$ cat src/verilog/lae_cfg.svh
// Purpose: opcode encodings, lengths and machine-cycle counts for the logical AND group
// Assumes: included by the decoder, the executor and the assertion module that need the numbers
// Notes:   definitions only
`ifndef LAE_CFG_SVH
`define LAE_CFG_SVH

`define LAE_OPC_ACC_REG      8'h58
`define LAE_OPC_ACC_REG_MASK 8'hf8
`define LAE_OPC_ACC_DIR      8'h55
`define LAE_OPC_ACC_IND      8'h56
`define LAE_OPC_ACC_IND_MASK 8'hfe
`define LAE_OPC_ACC_IMM      8'h54
`define LAE_OPC_DIR_ACC      8'h52
`define LAE_OPC_DIR_IMM      8'h53
`define LAE_OPC_BIT          8'h82
`define LAE_OPC_BIT_NOT      8'hb0

`define LAE_LEN_ONE          2'h1
`define LAE_LEN_TWO          2'h2
`define LAE_LEN_THREE        2'h3
`define LAE_CYC_ONE          2'h1
`define LAE_CYC_TWO          2'h2

`define LAE_RST_BYTE         8'h00
`define LAE_RST_BANK_ADDR    3'h0

`endif

$ cat src/verilog/lae_pkg.sv
// Purpose: types shared by the logical AND decoder and executor
// Assumes: numbers live in lae_cfg.svh
// Notes:   state codes are one-hot
package lae_pkg;

    typedef enum logic [3:0] {
        LAE_K_NONE    = 4'h0,
        LAE_K_ACC_REG = 4'h1,
        LAE_K_ACC_DIR = 4'h2,
        LAE_K_ACC_IND = 4'h3,
        LAE_K_ACC_IMM = 4'h4,
        LAE_K_DIR_ACC = 4'h5,
        LAE_K_DIR_IMM = 4'h6,
        LAE_K_BIT     = 4'h7,
        LAE_K_BIT_NOT = 4'h8
    } lae_kind_t;

    typedef enum logic [6:0] {
        LAE_S_FETCH    = 7'h01,
        LAE_S_OPER     = 7'h02,
        LAE_S_PREP     = 7'h04,
        LAE_S_PTR_REQ  = 7'h08,
        LAE_S_PTR_DATA = 7'h10,
        LAE_S_REQ      = 7'h20,
        LAE_S_EXEC     = 7'h40
    } lae_state_t;

endpackage

$ cat src/verilog/lae_dec_if.sv
// Purpose: carries an opcode to the decoder and its decoded class back
// Assumes: purely combinational path
// Notes:   none
`timescale 1ns/1ps
interface lae_dec_if;
    import lae_pkg::*;
    logic [7:0] opcode;
    lae_kind_t  kind;
    logic [1:0] lenBytes;
    logic [1:0] machCycles;
    logic [2:0] regIdx;

    modport exec (output opcode, input kind, input lenBytes, input machCycles, input regIdx);
    modport dec  (input opcode, output kind, output lenBytes, output machCycles, output regIdx);
endinterface

$ cat src/verilog/lae_decode.sv
// Purpose: classifies an opcode byte of the logical AND group
// Assumes: opcode stable while the executor samples the result
// Notes:   anything outside the group decodes as none
`timescale 1ns/1ps
`include "lae_cfg.svh"
module lae_decode (
    lae_dec_if.dec d
);
    import lae_pkg::*;

    always_comb begin
        d.kind       = LAE_K_NONE;
        d.lenBytes   = `LAE_LEN_ONE;
        d.machCycles = `LAE_CYC_ONE;
        d.regIdx     = d.opcode[2:0];
        if ((d.opcode & `LAE_OPC_ACC_REG_MASK) == `LAE_OPC_ACC_REG) begin
            d.kind = LAE_K_ACC_REG;
        end else if (d.opcode == `LAE_OPC_ACC_DIR) begin
            d.kind     = LAE_K_ACC_DIR;
            d.lenBytes = `LAE_LEN_TWO;
        end else if ((d.opcode & `LAE_OPC_ACC_IND_MASK) == `LAE_OPC_ACC_IND) begin
            d.kind = LAE_K_ACC_IND;
        end else if (d.opcode == `LAE_OPC_ACC_IMM) begin
            d.kind     = LAE_K_ACC_IMM;
            d.lenBytes = `LAE_LEN_TWO;
        end else if (d.opcode == `LAE_OPC_DIR_ACC) begin
            d.kind     = LAE_K_DIR_ACC;
            d.lenBytes = `LAE_LEN_TWO;
        end else if (d.opcode == `LAE_OPC_DIR_IMM) begin
            d.kind       = LAE_K_DIR_IMM;
            d.lenBytes   = `LAE_LEN_THREE;
            d.machCycles = `LAE_CYC_TWO;
        end else if (d.opcode == `LAE_OPC_BIT) begin
            d.kind       = LAE_K_BIT;
            d.lenBytes   = `LAE_LEN_TWO;
            d.machCycles = `LAE_CYC_TWO;
        end else if (d.opcode == `LAE_OPC_BIT_NOT) begin
            d.kind       = LAE_K_BIT_NOT;
            d.lenBytes   = `LAE_LEN_TWO;
            d.machCycles = `LAE_CYC_TWO;
        end
    end
endmodule

$ cat src/verilog/logical_and_execute.sv
// Purpose: fetch, decode and execute the byte and bit logical AND instructions
// Assumes: one-cycle synchronous data memory and bit read ports, accumulator held outside
// Notes:   cycles here are core clocks; documented byte and machine-cycle counts are reported
//
// Functional notes
// - opcode 0101 1rrr ANDs accumulator with working register, result to accumulator.
// - opcode 0101 0101 plus direct address ANDs accumulator with that byte.
// - opcode 0101 0111 ANDs accumulator with RAM byte at pointer register.
// - opcode 0101 0100 plus immediate ANDs accumulator with the constant.
// - opcode 0101 0010 plus direct address writes direct AND accumulator back there.
// - opcode 0101 0011, direct, immediate: direct AND constant back to direct, three bytes.
// - bit form clears carry when source bit is zero, else keeps carry.
// - complemented bit form uses inverse of the addressed bit.
// - addressed source bit is never written by the bit forms.
// - bit forms change no status flag other than carry.
// - bit source reached only through the direct bit address in the instruction.
// - byte forms change no status flag at all.
// - byte AND into a port reads the output latch, not the pins.
// - opcode 1000 0010 plus bit address ANDs carry with the bit.
// - opcode 1011 0000 plus bit address ANDs carry with the inverted bit.
`timescale 1ns/1ps
`include "lae_cfg.svh"
module logical_and_execute (
    input  wire logic       clock,
    input  wire logic       rst,
    input  wire logic       clkEn,
    input  wire logic       fetchValid,
    input  wire logic [7:0] fetchByte,
    output logic            fetchReady,
    input  wire logic [1:0] regBank,
    input  wire logic [7:0] accumulatorReg,
    output logic            memRdEn,
    output logic            memWrEn,
    output logic [7:0]      memAddr,
    output logic            memIndirect,
    output logic            memLatch,
    output logic [7:0]      memWrData,
    input  wire logic [7:0] memRdData,
    output logic            bitRdEn,
    output logic [7:0]      bitAddr,
    input  wire logic       bitRdData,
    output logic            accWrEn,
    output logic [7:0]      accWrData,
    output logic            carryWrEn,
    output logic            carryWrData,
    output logic            instDone,
    output logic            illegalOp,
    output logic [1:0]      instBytes,
    output logic [1:0]      instCycles
);
    import lae_pkg::*;

    typedef struct packed {
        lae_state_t st;
        lae_kind_t  kind;
        logic [2:0] regIdx;
        logic [1:0] lenBytes;
        logic [1:0] machCycles;
        logic [1:0] need;
        logic       opIdx;
        logic [7:0] op1;
        logic [7:0] op2;
        logic       fetchReady;
        logic       memRdEn;
        logic       memWrEn;
        logic [7:0] memAddr;
        logic       memIndirect;
        logic       memLatch;
        logic [7:0] memWrData;
        logic       bitRdEn;
        logic [7:0] bitAddr;
        logic       accWrEn;
        logic [7:0] accWrData;
        logic       carryWrEn;
        logic       carryWrData;
        logic       instDone;
        logic       illegalOp;
        logic [1:0] instBytes;
        logic [1:0] instCycles;
    } lae_regs_t;

    lae_regs_t r_q;
    lae_regs_t r_d;
    logic      take;
    logic      srcBit;

    lae_dec_if decBus ();

    lae_decode uDecode (
        .d (decBus)
    );

    assign decBus.opcode = fetchByte;
    assign take          = fetchValid && r_q.fetchReady;

    always_comb begin
        r_d             = r_q;
        r_d.memRdEn     = 1'b0;
        r_d.memWrEn     = 1'b0;
        r_d.bitRdEn     = 1'b0;
        r_d.accWrEn     = 1'b0;
        r_d.carryWrEn   = 1'b0;
        r_d.instDone    = 1'b0;
        r_d.illegalOp   = 1'b0;
        srcBit          = bitRdData ^ (r_q.kind == LAE_K_BIT_NOT);
        case (r_q.st)
            LAE_S_FETCH: begin
                r_d.fetchReady = 1'b1;
                if (take) begin
                    if (decBus.kind == LAE_K_NONE) begin
                        r_d.illegalOp = 1'b1;
                    end else begin
                        r_d.kind       = decBus.kind;
                        r_d.regIdx     = decBus.regIdx;
                        r_d.lenBytes   = decBus.lenBytes;
                        r_d.machCycles = decBus.machCycles;
                        r_d.need       = decBus.lenBytes - `LAE_LEN_ONE;
                        r_d.opIdx      = 1'b0;
                        if (decBus.lenBytes == `LAE_LEN_ONE) begin
                            r_d.fetchReady = 1'b0;
                            r_d.st         = LAE_S_PREP;
                        end else begin
                            r_d.st = LAE_S_OPER;
                        end
                    end
                end
            end
            LAE_S_OPER: begin
                if (take) begin
                    if (r_q.opIdx) begin
                        r_d.op2 = fetchByte;
                    end else begin
                        r_d.op1 = fetchByte;
                    end
                    r_d.opIdx = 1'b1;
                    r_d.need  = r_q.need - 2'h1;
                    if (r_q.need == 2'h1) begin
                        r_d.fetchReady = 1'b0;
                        r_d.st         = LAE_S_PREP;
                    end
                end
            end
            LAE_S_PREP: begin
                r_d.memIndirect = 1'b0;
                r_d.memLatch    = 1'b0;
                r_d.st          = LAE_S_REQ;
                case (r_q.kind)
                    LAE_K_ACC_REG: begin
                        r_d.memRdEn = 1'b1;
                        r_d.memAddr = {`LAE_RST_BANK_ADDR, regBank, r_q.regIdx};
                    end
                    LAE_K_ACC_IND: begin
                        r_d.memRdEn = 1'b1;
                        r_d.memAddr = {`LAE_RST_BANK_ADDR, regBank, 2'h0, r_q.regIdx[0]};
                        r_d.st      = LAE_S_PTR_REQ;
                    end
                    LAE_K_ACC_DIR: begin
                        r_d.memRdEn = 1'b1;
                        r_d.memAddr = r_q.op1;
                    end
                    LAE_K_DIR_ACC, LAE_K_DIR_IMM: begin
                        r_d.memRdEn  = 1'b1;
                        r_d.memAddr  = r_q.op1;
                        r_d.memLatch = 1'b1;
                    end
                    LAE_K_BIT, LAE_K_BIT_NOT: begin
                        r_d.bitRdEn = 1'b1;
                        r_d.bitAddr = r_q.op1;
                    end
                    default: begin
                        r_d.accWrEn    = 1'b1;
                        r_d.accWrData  = accumulatorReg & r_q.op1;
                        r_d.instDone   = 1'b1;
                        r_d.instBytes  = r_q.lenBytes;
                        r_d.instCycles = r_q.machCycles;
                        r_d.fetchReady = 1'b1;
                        r_d.st         = LAE_S_FETCH;
                    end
                endcase
            end
            LAE_S_PTR_REQ: begin
                r_d.st = LAE_S_PTR_DATA;
            end
            LAE_S_PTR_DATA: begin
                r_d.memRdEn     = 1'b1;
                r_d.memAddr     = memRdData;
                r_d.memIndirect = 1'b1;
                r_d.st          = LAE_S_REQ;
            end
            LAE_S_REQ: begin
                r_d.st = LAE_S_EXEC;
            end
            LAE_S_EXEC: begin
                case (r_q.kind)
                    LAE_K_DIR_ACC: begin
                        r_d.memWrEn   = 1'b1;
                        r_d.memWrData = memRdData & accumulatorReg;
                    end
                    LAE_K_DIR_IMM: begin
                        r_d.memWrEn   = 1'b1;
                        r_d.memWrData = memRdData & r_q.op2;
                    end
                    LAE_K_BIT, LAE_K_BIT_NOT: begin
                        // only a zero source touches carry; the bit itself is never written
                        r_d.carryWrEn   = ~srcBit;
                        r_d.carryWrData = 1'b0;
                    end
                    default: begin
                        r_d.accWrEn   = 1'b1;
                        r_d.accWrData = accumulatorReg & memRdData;
                    end
                endcase
                r_d.instDone   = 1'b1;
                r_d.instBytes  = r_q.lenBytes;
                r_d.instCycles = r_q.machCycles;
                r_d.fetchReady = 1'b1;
                r_d.st         = LAE_S_FETCH;
            end
            default: begin
                r_d.st         = LAE_S_FETCH;
                r_d.fetchReady = 1'b0;
            end
        endcase
    end

    always_ff @(posedge clock) begin
        if (rst) begin
            r_q             <= '0;
            r_q.st          <= LAE_S_FETCH;
            r_q.kind        <= LAE_K_NONE;
            r_q.op1         <= `LAE_RST_BYTE;
            r_q.op2         <= `LAE_RST_BYTE;
            r_q.memAddr     <= `LAE_RST_BYTE;
            r_q.memWrData   <= `LAE_RST_BYTE;
            r_q.bitAddr     <= `LAE_RST_BYTE;
            r_q.accWrData   <= `LAE_RST_BYTE;
        end else if (clkEn) begin
            r_q <= r_d;
        end
    end

    assign fetchReady  = r_q.fetchReady;
    assign memRdEn     = r_q.memRdEn;
    assign memWrEn     = r_q.memWrEn;
    assign memAddr     = r_q.memAddr;
    assign memIndirect = r_q.memIndirect;
    assign memLatch    = r_q.memLatch;
    assign memWrData   = r_q.memWrData;
    assign bitRdEn     = r_q.bitRdEn;
    assign bitAddr     = r_q.bitAddr;
    assign accWrEn     = r_q.accWrEn;
    assign accWrData   = r_q.accWrData;
    assign carryWrEn   = r_q.carryWrEn;
    assign carryWrData = r_q.carryWrData;
    assign instDone    = r_q.instDone;
    assign illegalOp   = r_q.illegalOp;
    assign instBytes   = r_q.instBytes;
    assign instCycles  = r_q.instCycles;
endmodule
$ cat config.mk
export PLATFORM = sky130hd
export DESIGN_NAME = logical_and_execute
export DESIGN_NICKNAME = d
export VERILOG_FILES = /design/src/verilog/lae_pkg.sv /design/src/verilog/lae_dec_if.sv /design/src/verilog/lae_decode.sv /design/src/verilog/logical_and_execute.sv
export VERILOG_INCLUDE_DIRS = /design/src /design/src/verilog
export SDC_FILE = /design/constraint.sdc
export NUM_CORES = 1
export LEC_CHECK = 0
export BUFFER_PORTS_ARGS = -buffer_cell sky130_fd_sc_hd__buf_2
export CAP_MARGIN = 20
export CORE_ASPECT_RATIO = 0.75
export CORE_MARGIN = 4
export CORE_UTILIZATION = 51
export DETAILED_ROUTE_END_ITERATION = 16
export GPL_TIMING_DRIVEN = 1
export PLACE_DENSITY = 0.77
export SLEW_MARGIN = 30
export SYNTH_ARGS = -nofsm -noshare
export SYNTH_HDL_FRONTEND = slang
export SYNTH_HIERARCHICAL = 1
export SYNTH_SLANG_ARGS = --single-unit
$ cat constraint.sdc
create_clock -name clock -period 2.1 [get_ports clock]
set_input_delay 0.315 -clock clock [delete_from_list [all_inputs] [get_ports clock]]
set_output_delay 0.315 -clock clock [all_outputs]
set_load 0.05 [all_outputs]
Yosys cells after proc, flatten, opt, wreduce, memory -nomap -nowiden
Cells that the tools add are included.
{ "op_classes": {"addsub": 2, "n_eq_ne": 31, "mux": 60, "n_bitwise": 8, "reduce_logical": 27} }
{ "ops": {"columns": ["op", "count"], "rows": [
  ["2-to-1 mux 21 bit", 2],
  ["one-hot mux 7 bit (6 select lines)", 1],
  ["2-to-1 mux 4 bit", 9],
  ["2-to-1 mux 9 bit", 4],
  ["one-hot mux 9 bit (2 select lines)", 2],
  ["== test 8 x 7 -> 1 bit, second input constant", 4],
  ["2-to-1 mux 2 bit", 16],
  ["bitwise AND 8 bit", 3],
  ["one-hot mux 8 bit (3 select lines)", 1],
  ["2-to-1 mux 20 bit", 1],
  ["== test 8 bit, second input constant", 2],
  ["2-to-1 mux 8 bit", 2],
  ["one-hot mux 8 bit (2 select lines)", 1],
  ["AND reduction 4 bit", 4],
  ["AND reduction 5 bit", 3],
  ["== test 7 x 6 -> 1 bit, second input constant", 2],
  ["2-to-1 mux 7 bit", 2],
  ["== test 4 x 3 -> 1 bit, second input constant", 3],
  ["2-to-1 mux 1 bit", 12],
  ["!= test 2 bit, second input constant", 6],
  ["one-hot mux 6 bit (2 select lines)", 1],
  ["AND reduction 3 bit", 4],
  ["== test 4 x 2 -> 1 bit, second input constant", 2],
  ["one-hot mux 4 bit (2 select lines)", 1],
  ["28 further kinds", 40]
]} }
{ "word_totals": {"reg_bits": 83, "in_bits": 31, "out_inout_bits": 47} }

Longest topological paths before layout
Gate-level depths: netlist of the first run.
{ "logic_depth": {"ltp_word": 14, "ltp_mapped": 9, "ltp_nobuf": 8} }

Cells and area by module
Netlist of the first run, hierarchy kept.
{ "modules_own_cells": {"columns": ["module", "n_inst", "cells_each", "area_each_um2", "seq_area_each_um2"], "rows": [
  ["logical_and_execute", 1, 462, 4112.7, 1661.6],
  ["lae_decode", 1, 33, 236.5, 0.0]
]} }

Least setup slack after synthesis of the first run
Ideal clock, no wire load.
{ "synth_path": {"path_kind": "input port to flip-flop", "start": "input fetchByte[1]", "end": "register r_q[77] in the netlist's numbering", "setup_ns": 0.117, "arrival_time_ns": 2.162, "required_time_ns": 1.983, "path_slack_ns": -0.179, "stages": 8, "path_buffers": 1, "path_cell_list": "buf_4 -> and3b_1 -> and3_2 -> nor4_2 -> nor2_1 -> o221ai_1 -> nand2_1 -> o22a_1"} }
{ "synth_via": {"elab_chain_len": 12} }
{ "synth_lines": {"columns": ["element", "line_no", "text"], "rows": [
  ["from (decl)", "logical_and_execute.sv:28", "input wire logic [7:0] fetchByte,"],
  ["== test 8 bit (no source line)", null, null],
  ["2-to-1 mux 4 bit", "lae_decode.sv:37", "end else if (d.opcode == `LAE_OPC_BIT_NOT) begin"],
  ["2-to-1 mux 4 bit", "lae_decode.sv:33", "end else if (d.opcode == `LAE_OPC_BIT) begin"],
  ["2-to-1 mux 4 bit", "lae_decode.sv:29", "end else if (d.opcode == `LAE_OPC_DIR_IMM) begin"],
  ["2-to-1 mux 4 bit", "lae_decode.sv:26", "end else if (d.opcode == `LAE_OPC_DIR_ACC) begin"],
  ["2-to-1 mux 4 bit", "lae_decode.sv:23", "end else if (d.opcode == `LAE_OPC_ACC_IMM) begin"],
  ["2-to-1 mux 4 bit", "lae_decode.sv:21", "end else if ((d.opcode & `LAE_OPC_ACC_IND_MASK) == `LAE_OPC_ACC_IND) begin"],
  ["2-to-1 mux 4 bit *", "lae_decode.sv:18", "end else if (d.opcode == `LAE_OPC_ACC_DIR) begin"],
  ["2-to-1 mux 4 bit *", "lae_decode.sv:16", "if ((d.opcode & `LAE_OPC_ACC_REG_MASK) == `LAE_OPC_ACC_REG) begin"],
  ["net decBus.kind[3]", "lae_dec_if.sv:8", "lae_kind_t kind;"],
  ["logical NOT 4 bit *", "logical_and_execute.sv:110", "if (decBus.kind == LAE_K_NONE) begin"],
  ["!= test 2 bit (no source line) *", null, null],
  ["AND reduction 5 bit (no source line) *", null, null],
  ["to (signal assigned)", "logical_and_execute.sv:238", "r_q <= r_d;"],
  ["to (decl)", "logical_and_execute.sv:82", "lae_regs_t r_q;"]
]} }
The timed path passes the listed nets; every way through them passes the cells marked *.
A chain may end at the register's enable or synchronous reset.

Final worst setup path of the first run
{ "layout_path": {"start": "input fetchByte[6]", "end": "register r_q[77] in the netlist's numbering"} }
{ "layout_lines": {"columns": ["element", "line_no"], "rows": [
  ["== test 8 bit (no source line)", null],
  ["2-to-1 mux 4 bit", "lae_decode.sv:33"],
  ["2-to-1 mux 4 bit", "lae_decode.sv:29"],
  ["2-to-1 mux 4 bit", "lae_decode.sv:26"],
  ["2-to-1 mux 4 bit", "lae_decode.sv:23"],
  ["2-to-1 mux 4 bit", "lae_decode.sv:21"],
  ["2-to-1 mux 4 bit", "lae_decode.sv:18"],
  ["2-to-1 mux 4 bit *", "lae_decode.sv:16"],
  ["net decBus.kind[1]", "lae_dec_if.sv:8"],
  ["logical NOT 4 bit *", "logical_and_execute.sv:110"],
  ["!= test 2 bit (no source line) *", null],
  ["AND reduction 5 bit (no source line) *", null]
]} }
Marks and branches as above.

==> results of run 1 <==
registers in the layout (all words and copies together), names as in the netlist, 2 cells and up:
register	count
instBytes	2
accWrData	8
bitAddr	8
r_q	37
memAddr	8
instCycles	2
memWrData	8
power by group through the flow:
stage,combinational (W),sequential [W],clock (W)
after floorplan,0.000161,0.00165,0
after global placement,0.000292,0.00163,0
after detailed placement,0.000299,0.00163,0
after CTS,0.000300,0.00160,0.00160
after global routing,0.000327,0.00160,0.00166
final,0.000305,0.00160,0.00158
area by class of cell:
| class | instances | area [um2] |
|---|---|---|
| inverters | 10 | 37.5 |
| repair buffers | 120 | 711 |
| multi-input cells | 335 | 2250 |
| flip-flops and latches | 83 | 1660 |
| fillers | 695 | 3000 |
| clock inverters | 4 | 50.0 |
| well taps | 105 | 131 |
| clock buffers | 12 | 246 |
Yosys cell counts (all sizes together) (8+ instances only):
library cell and instances:
o21ai 10, nor3 8, nand3 22, mux2i 37, clkbuf 18, a21oi 41, a22o 8, a32o 8
buf 49, nor2 59, dfxtp 83, nand2 46, inv 9, mux2 9
worst paths after layout:
kind,startpoint,end,cells after the start
worst max-delay path,fetchByte[6],r_q[77],9
worst min-delay path,accumulatorReg[3],accWrData[3],2
worst max register to register,r_q[80],accWrData[0],6
worst min register to register,memWrData[6],memWrData[6],2
per-stage QoR:
stage / hold WS [ns] / area (um2)
final: 0.227 / 5090
after global routing: 0.235 / 5090
after detailed placement: 0.448 / 4770
after floorplan: 0.432 / 4380
after global placement: 0.438 / 4770
after CTS: 0.222 / 5070
per-layer routing:
metal	global-route usage	wire [um]
met1	0.330	5390
met2	0.351	5120
met3	0.0649	968
met4	0.0669	118
met5	0	0
what timing repair did:
item	4_1_cts	5_1_grt
setup buffers	0	2
gates resized for setup	0	3
hold buffers	0	0
endpoints found under the setup margin	0	21
worst max-delay path, stage by stage:
cell and delay (ns):
buf_2 0.13, nor4_4 0.34, nand3_2 0.19, o21ai_2 0.14, nor4_4 0.09, nor2_1 0.20, o221ai_2 0.23, or3_1 0.44
o22a_1 0.19
cells in the final DEF, fill, tap and decap left out, drive strengths merged, types with 10 or more instances in the layout:
cell | Yosys | layout
nand3 | 22 | 22
mux2i | 37 | 37
clkbuf | 18 | 12
nor2 | 59 | 59
o21ai | 10 | 10
dfxtp | 83 | 83
buf | 49 | 120
nand2 | 46 | 46
a21oi | 41 | 41
cell families (layout without fill, tap and decap cells):
group	Yosys count	after routing	share of synthesized area
multiplexers	46	46	0.108
adder cells (fa/ha/maj)	2	2	0.00575
flip-flops	83	83	0.382
AND/OR/NAND/NOR	182	182	0.223
buffers and inverters	77	146	0.108
other	1	1	0.000862
XOR/XNOR	1	1	0.00201
AO/OA/AOI/OAI	103	103	0.170
==> impl_metrics.env, run 1 <==
export IMPL_ant_nets=0
export IMPL_clockBufferDepth=2
export IMPL_post_place_ws_ns=-0.310
export IMPL_worst_slack_ns=0.0647
export IMPL_cts_tree="built"
export IMPL_worstPathRequired_ns=2.33
export IMPL_max_freq_mhz=491
export IMPL_placementRows=28
export IMPL_netlist_area_um2=4350
export IMPL_antenna_cells=0
export IMPL_synth_cells=495
export IMPL_clk_pin_slew_worst_paths_ns=0.06
export IMPL_synth_area_leaders="dfxtp_1 (38%), mux2i_1 (8.5%), buf_4 (7.2%)"
export IMPL_gp_congestion=0.884
export IMPL_switching_power_w=0.000827
export IMPL_ys_seq_area_frac=0.382
export IMPL_fp_dieW_um=115
export IMPL_ios=78
export IMPL_initial_core_util=0.537
export IMPL_synth_seq_cells=83
export IMPL_antenna_found_initial=0
export IMPL_syn_nets=528
export IMPL_fp_dieH_um=88.0
export IMPL_clkPwrFrac=0.454
export IMPL_cts_sinks=83
export IMPL_cts_buffers=9
export IMPL_post_route_min_period_ns=2.04
export IMPL_coreArea_um2=8090
export IMPL_cap_violations=0
export IMPL_total_power_w=0.00349
export IMPL_routedWlPerCell_um=17.3
export IMPL_synth_top_area_frac=0.382
export IMPL_synth_cell_type_count=74
export IMPL_firstDrtPassIters=6
export IMPL_relSlewSlack=0.619
export IMPL_synth_main_ff_cell="dfxtp_1"
export IMPL_min_path_type="in -> reg"
export IMPL_grt_max_degree=34
export IMPL_viasPerCell=5.76
export IMPL_synth_warnings=6
export IMPL_hpwlAfterDp_um=8500
export IMPL_grt_pass1_vias=3664
export IMPL_synth_area_leader_cell="dfxtp_1"
export IMPL_critPathLaunchType="input port"
export IMPL_grt_first_pass_wirelength_um=18500
export IMPL_io_buffers=76
export IMPL_drtIter0Drc=351
export IMPL_drt_total_wl_um=11600
export IMPL_cts_root_buf="clkbuf_16"
export IMPL_drv_slew=0
export IMPL_synthArstFlopShare=0
export IMPL_dp_cells=651
export IMPL_p_leak_nw=2.19
export IMPL_layout_drive_gt1_share=0.303
export IMPL_worst_pin_slew_ns=0.571
export IMPL_post_route_drc_count=0
export IMPL_nets=592
export IMPL_utilization=0.629
export IMPL_crit_fanout=6
export IMPL_end_kind="flip-flop"
export IMPL_area_delta_synth_final_pct=17.0
export IMPL_power_frac_seq=0.459
export IMPL_fin_tns_setup_ns=0
export IMPL_insertion_delay_ns=0.34
export IMPL_crit_arrival_ns=2.27
export IMPL_dieArea_um2=10100
export IMPL_power_frac_comb=0.087
export IMPL_rsz0062_at_grt="yes"
export IMPL_final_cells=669
export IMPL_cellPowerDensity_nw_per_um2=685
export IMPL_fin_crit_sh=0.969
export IMPL_cts_htree_levels=3
export IMPL_irDropWorstVdd_mv=0.562
export IMPL_sw_frac_of_total=0.237
export IMPL_clock_skew_ns=0.00477
export IMPL_path_class="in -> reg"
export IMPL_outcome="finished clean"
export IMPL_rrSetupSlack_ns=0.09
export IMPL_groute_usage_overall=0.234
export IMPL_p_int_w=0.00266
export IMPL_setup_viol=0
export IMPL_grt_ovfl_total=0
export IMPL_via_count=3854
export IMPL_syn_area_per_cell_um2=8.79
export IMPL_finalHoldViolations=0
export IMPL_synth_edff_count=0
Note: power is estimated with default switching activity, not from simulation.
==> run 2: changes to the inputs <==
CORE_UTILIZATION = 60   (was 51)
PLACE_DENSITY = 0.85   (was 0.77)
SLEW_MARGIN = default   (was 30)
clock period = 2.6 ns   (was 2.1 ns; I/O delays follow)
==> impl_metrics.env, run 2 (synthesis results as in run 1) <==
export IMPL_outcome="finished clean"
export IMPL_cellPowerDensity_nw_per_um2=544
export IMPL_setup_viol=0
export IMPL_crit_chain="buf_2 -> and4bb_2 -> nand2b_1 -> o21ai_0 -> nor4_2 -> nor2_1 -> o221ai_1 -> or3_1 -> o22a_1"
export IMPL_cts_tree="built"
export IMPL_ant_nets=0
export IMPL_p_int_w=0.00198
export IMPL_r2r_cells=5
export IMPL_path_class="in -> reg"
export IMPL_irDropWorstVdd_mv=0.305
export IMPL_p_leak_nw=2.00
export IMPL_cts_root_buf="clkbuf_8"
export IMPL_worst_slack_ns=0.350
export IMPL_fp_dieH_um=81.7
export IMPL_rrSetupSlack_ns=0.44
export IMPL_grt_pass1_vias=3377
export IMPL_ios=78
export IMPL_post_route_min_period_ns=2.25
export IMPL_routedWlPerCell_um=16.7
export IMPL_drv_slew=0
export IMPL_crit_buf_inv=1
export IMPL_antenna_found_initial=0
export IMPL_groute_usage_overall=0.247
export IMPL_grt_first_pass_wirelength_um=16900
export IMPL_clkPwrFrac=0.416
export IMPL_crit_fanout=6
export IMPL_rsz0062_at_grt="no"
export IMPL_clk_pin_slew_worst_paths_ns=0.08
export IMPL_fin_crit_sh=0.865
export IMPL_post_place_ws_ns=-0.00505
export IMPL_cts_htree_levels=3
export IMPL_area_delta_synth_final_pct=9.09
export IMPL_coreArea_um2=6930
export IMPL_slowest_delay_ns=0.48
export IMPL_dp_cells=615
export IMPL_relSlewSlack=0.562
export IMPL_gr_usage_met1=0.351
export IMPL_cts_buffers=9
export IMPL_slowest_stage="or3_1"
export IMPL_cts_setup_buffers=0
export IMPL_finalHoldViolations=0
export IMPL_cts_resized=0
export IMPL_switching_power_w=0.000598
export IMPL_cap_violations=0
export IMPL_layout_drive_gt1_share=0.250
export IMPL_cp_endpoint="r_q[77]"
export IMPL_grt_max_degree=53
export IMPL_final_cells=629
export IMPL_drt_total_wl_um=10500
export IMPL_viasPerCell=5.93
export IMPL_post_route_drc_count=0
export IMPL_nets=561
export IMPL_dieArea_um2=8690
export IMPL_antenna_cells=0
export IMPL_worst_pin_slew_ns=0.655
export IMPL_cp_depth=9
export IMPL_clock_skew_ns=0.00858
export IMPL_power_frac_seq=0.500
export IMPL_min_path_type="in -> reg"
export IMPL_crit_start="fetchByte[5]"
export IMPL_regMostFlops="r_q"
export IMPL_met3_usage=0.0746
export IMPL_worstPathRequired_ns=2.85
export IMPL_drtIter0Drc=290
export IMPL_io_buffers=76
export IMPL_gp_congestion=0.931
export IMPL_max_freq_mhz=444
export IMPL_critPathLaunchType="input port"
export IMPL_clockBufferDepth=2
export IMPL_hold_depth=2
export IMPL_power_frac_comb=0.084
export IMPL_final_common_cell="dfxtp_1"
export IMPL_insertion_delay_ns=0.35
export IMPL_cp_top_family="simple AND/OR/NAND/NOR gates"
export IMPL_r2r_end="accWrData[3]"
export IMPL_cts_hold_buf=0
export IMPL_cts_sinks=83
export IMPL_sw_frac_of_total=0.232
export IMPL_initial_core_util=0.628
export IMPL_firstDrtPassIters=4
export IMPL_grt_ovfl_total=0
export IMPL_busiest_layer="met2"
export IMPL_fp_dieW_um=106
export IMPL_end_kind="flip-flop"
export IMPL_via_count=3730
export IMPL_crit_arrival_ns=2.50
export IMPL_r2r_start="r_q[76]"
export IMPL_largest_register_ff_count=37
export IMPL_hpwlAfterDp_um=7810
export IMPL_layout_common_cells="dfxtp_1 (83), buf_2 (76), nor2_1 (57)"
export IMPL_met2_usage=0.372
export IMPL_placementRows=26
## run 2: layout make-up
class	instances	area, um2
Multi-Input combinational cell	335	2220
Clock buffer	9	124
Clock inverter	5	104
Timing Repair Buffer	89	478
Sequential cell	83	1660
Inverter	10	37.5
Tap cell	98	123
Fill cell	556	2180
## run 2: routing by layer
layer	wire (um)	vias to the layer above
li1	-	1785
met1	4900	1758
met2	4500	173
met3	1050	14
met4	83	0
met5	0	-
## run 2: power by group through the flow
stage	Clock, W	Sequential [W]	Combinational, W
floorplan	0	0.00133	0.000126
global route	0.00113	0.00129	0.000235
detailed placement	0	0.00132	0.000210
finish	0.00107	0.00129	0.000218
global placement	0	0.00132	0.000207
CTS	0.00108	0.00129	0.000212
## run 2: how the worst min path moves through the flow
stage	from	endpoint	slack, ns
after floorplan	memWrData[0]	memWrData[0]	0.43
after global placement	memWrData[6]	memWrData[6]	0.44
after detailed placement	memWrData[1]	memWrData[1]	0.44
after CTS	accumulatorReg[2]	accWrData[2]	0.28
after global routing	accumulatorReg[3]	accWrData[3]	0.29
final	accumulatorReg[2]	accWrData[2]	0.29
## run 2: metrics by stage
step	total power [W]	instance area, um2	hold slack [ns]	util	TNS (ns)
floorplan	0.00146	4350	0.432	-	0
global placement	0.00153	4520	0.436	0.652	0
detailed placement	0.00153	4520	0.444	0.652	-0.00505
CTS	0.00258	4740	0.284	0.685	0
global route	0.00266	4740	0.290	0.685	0
finish	0.00258	4740	0.294	0.685	0
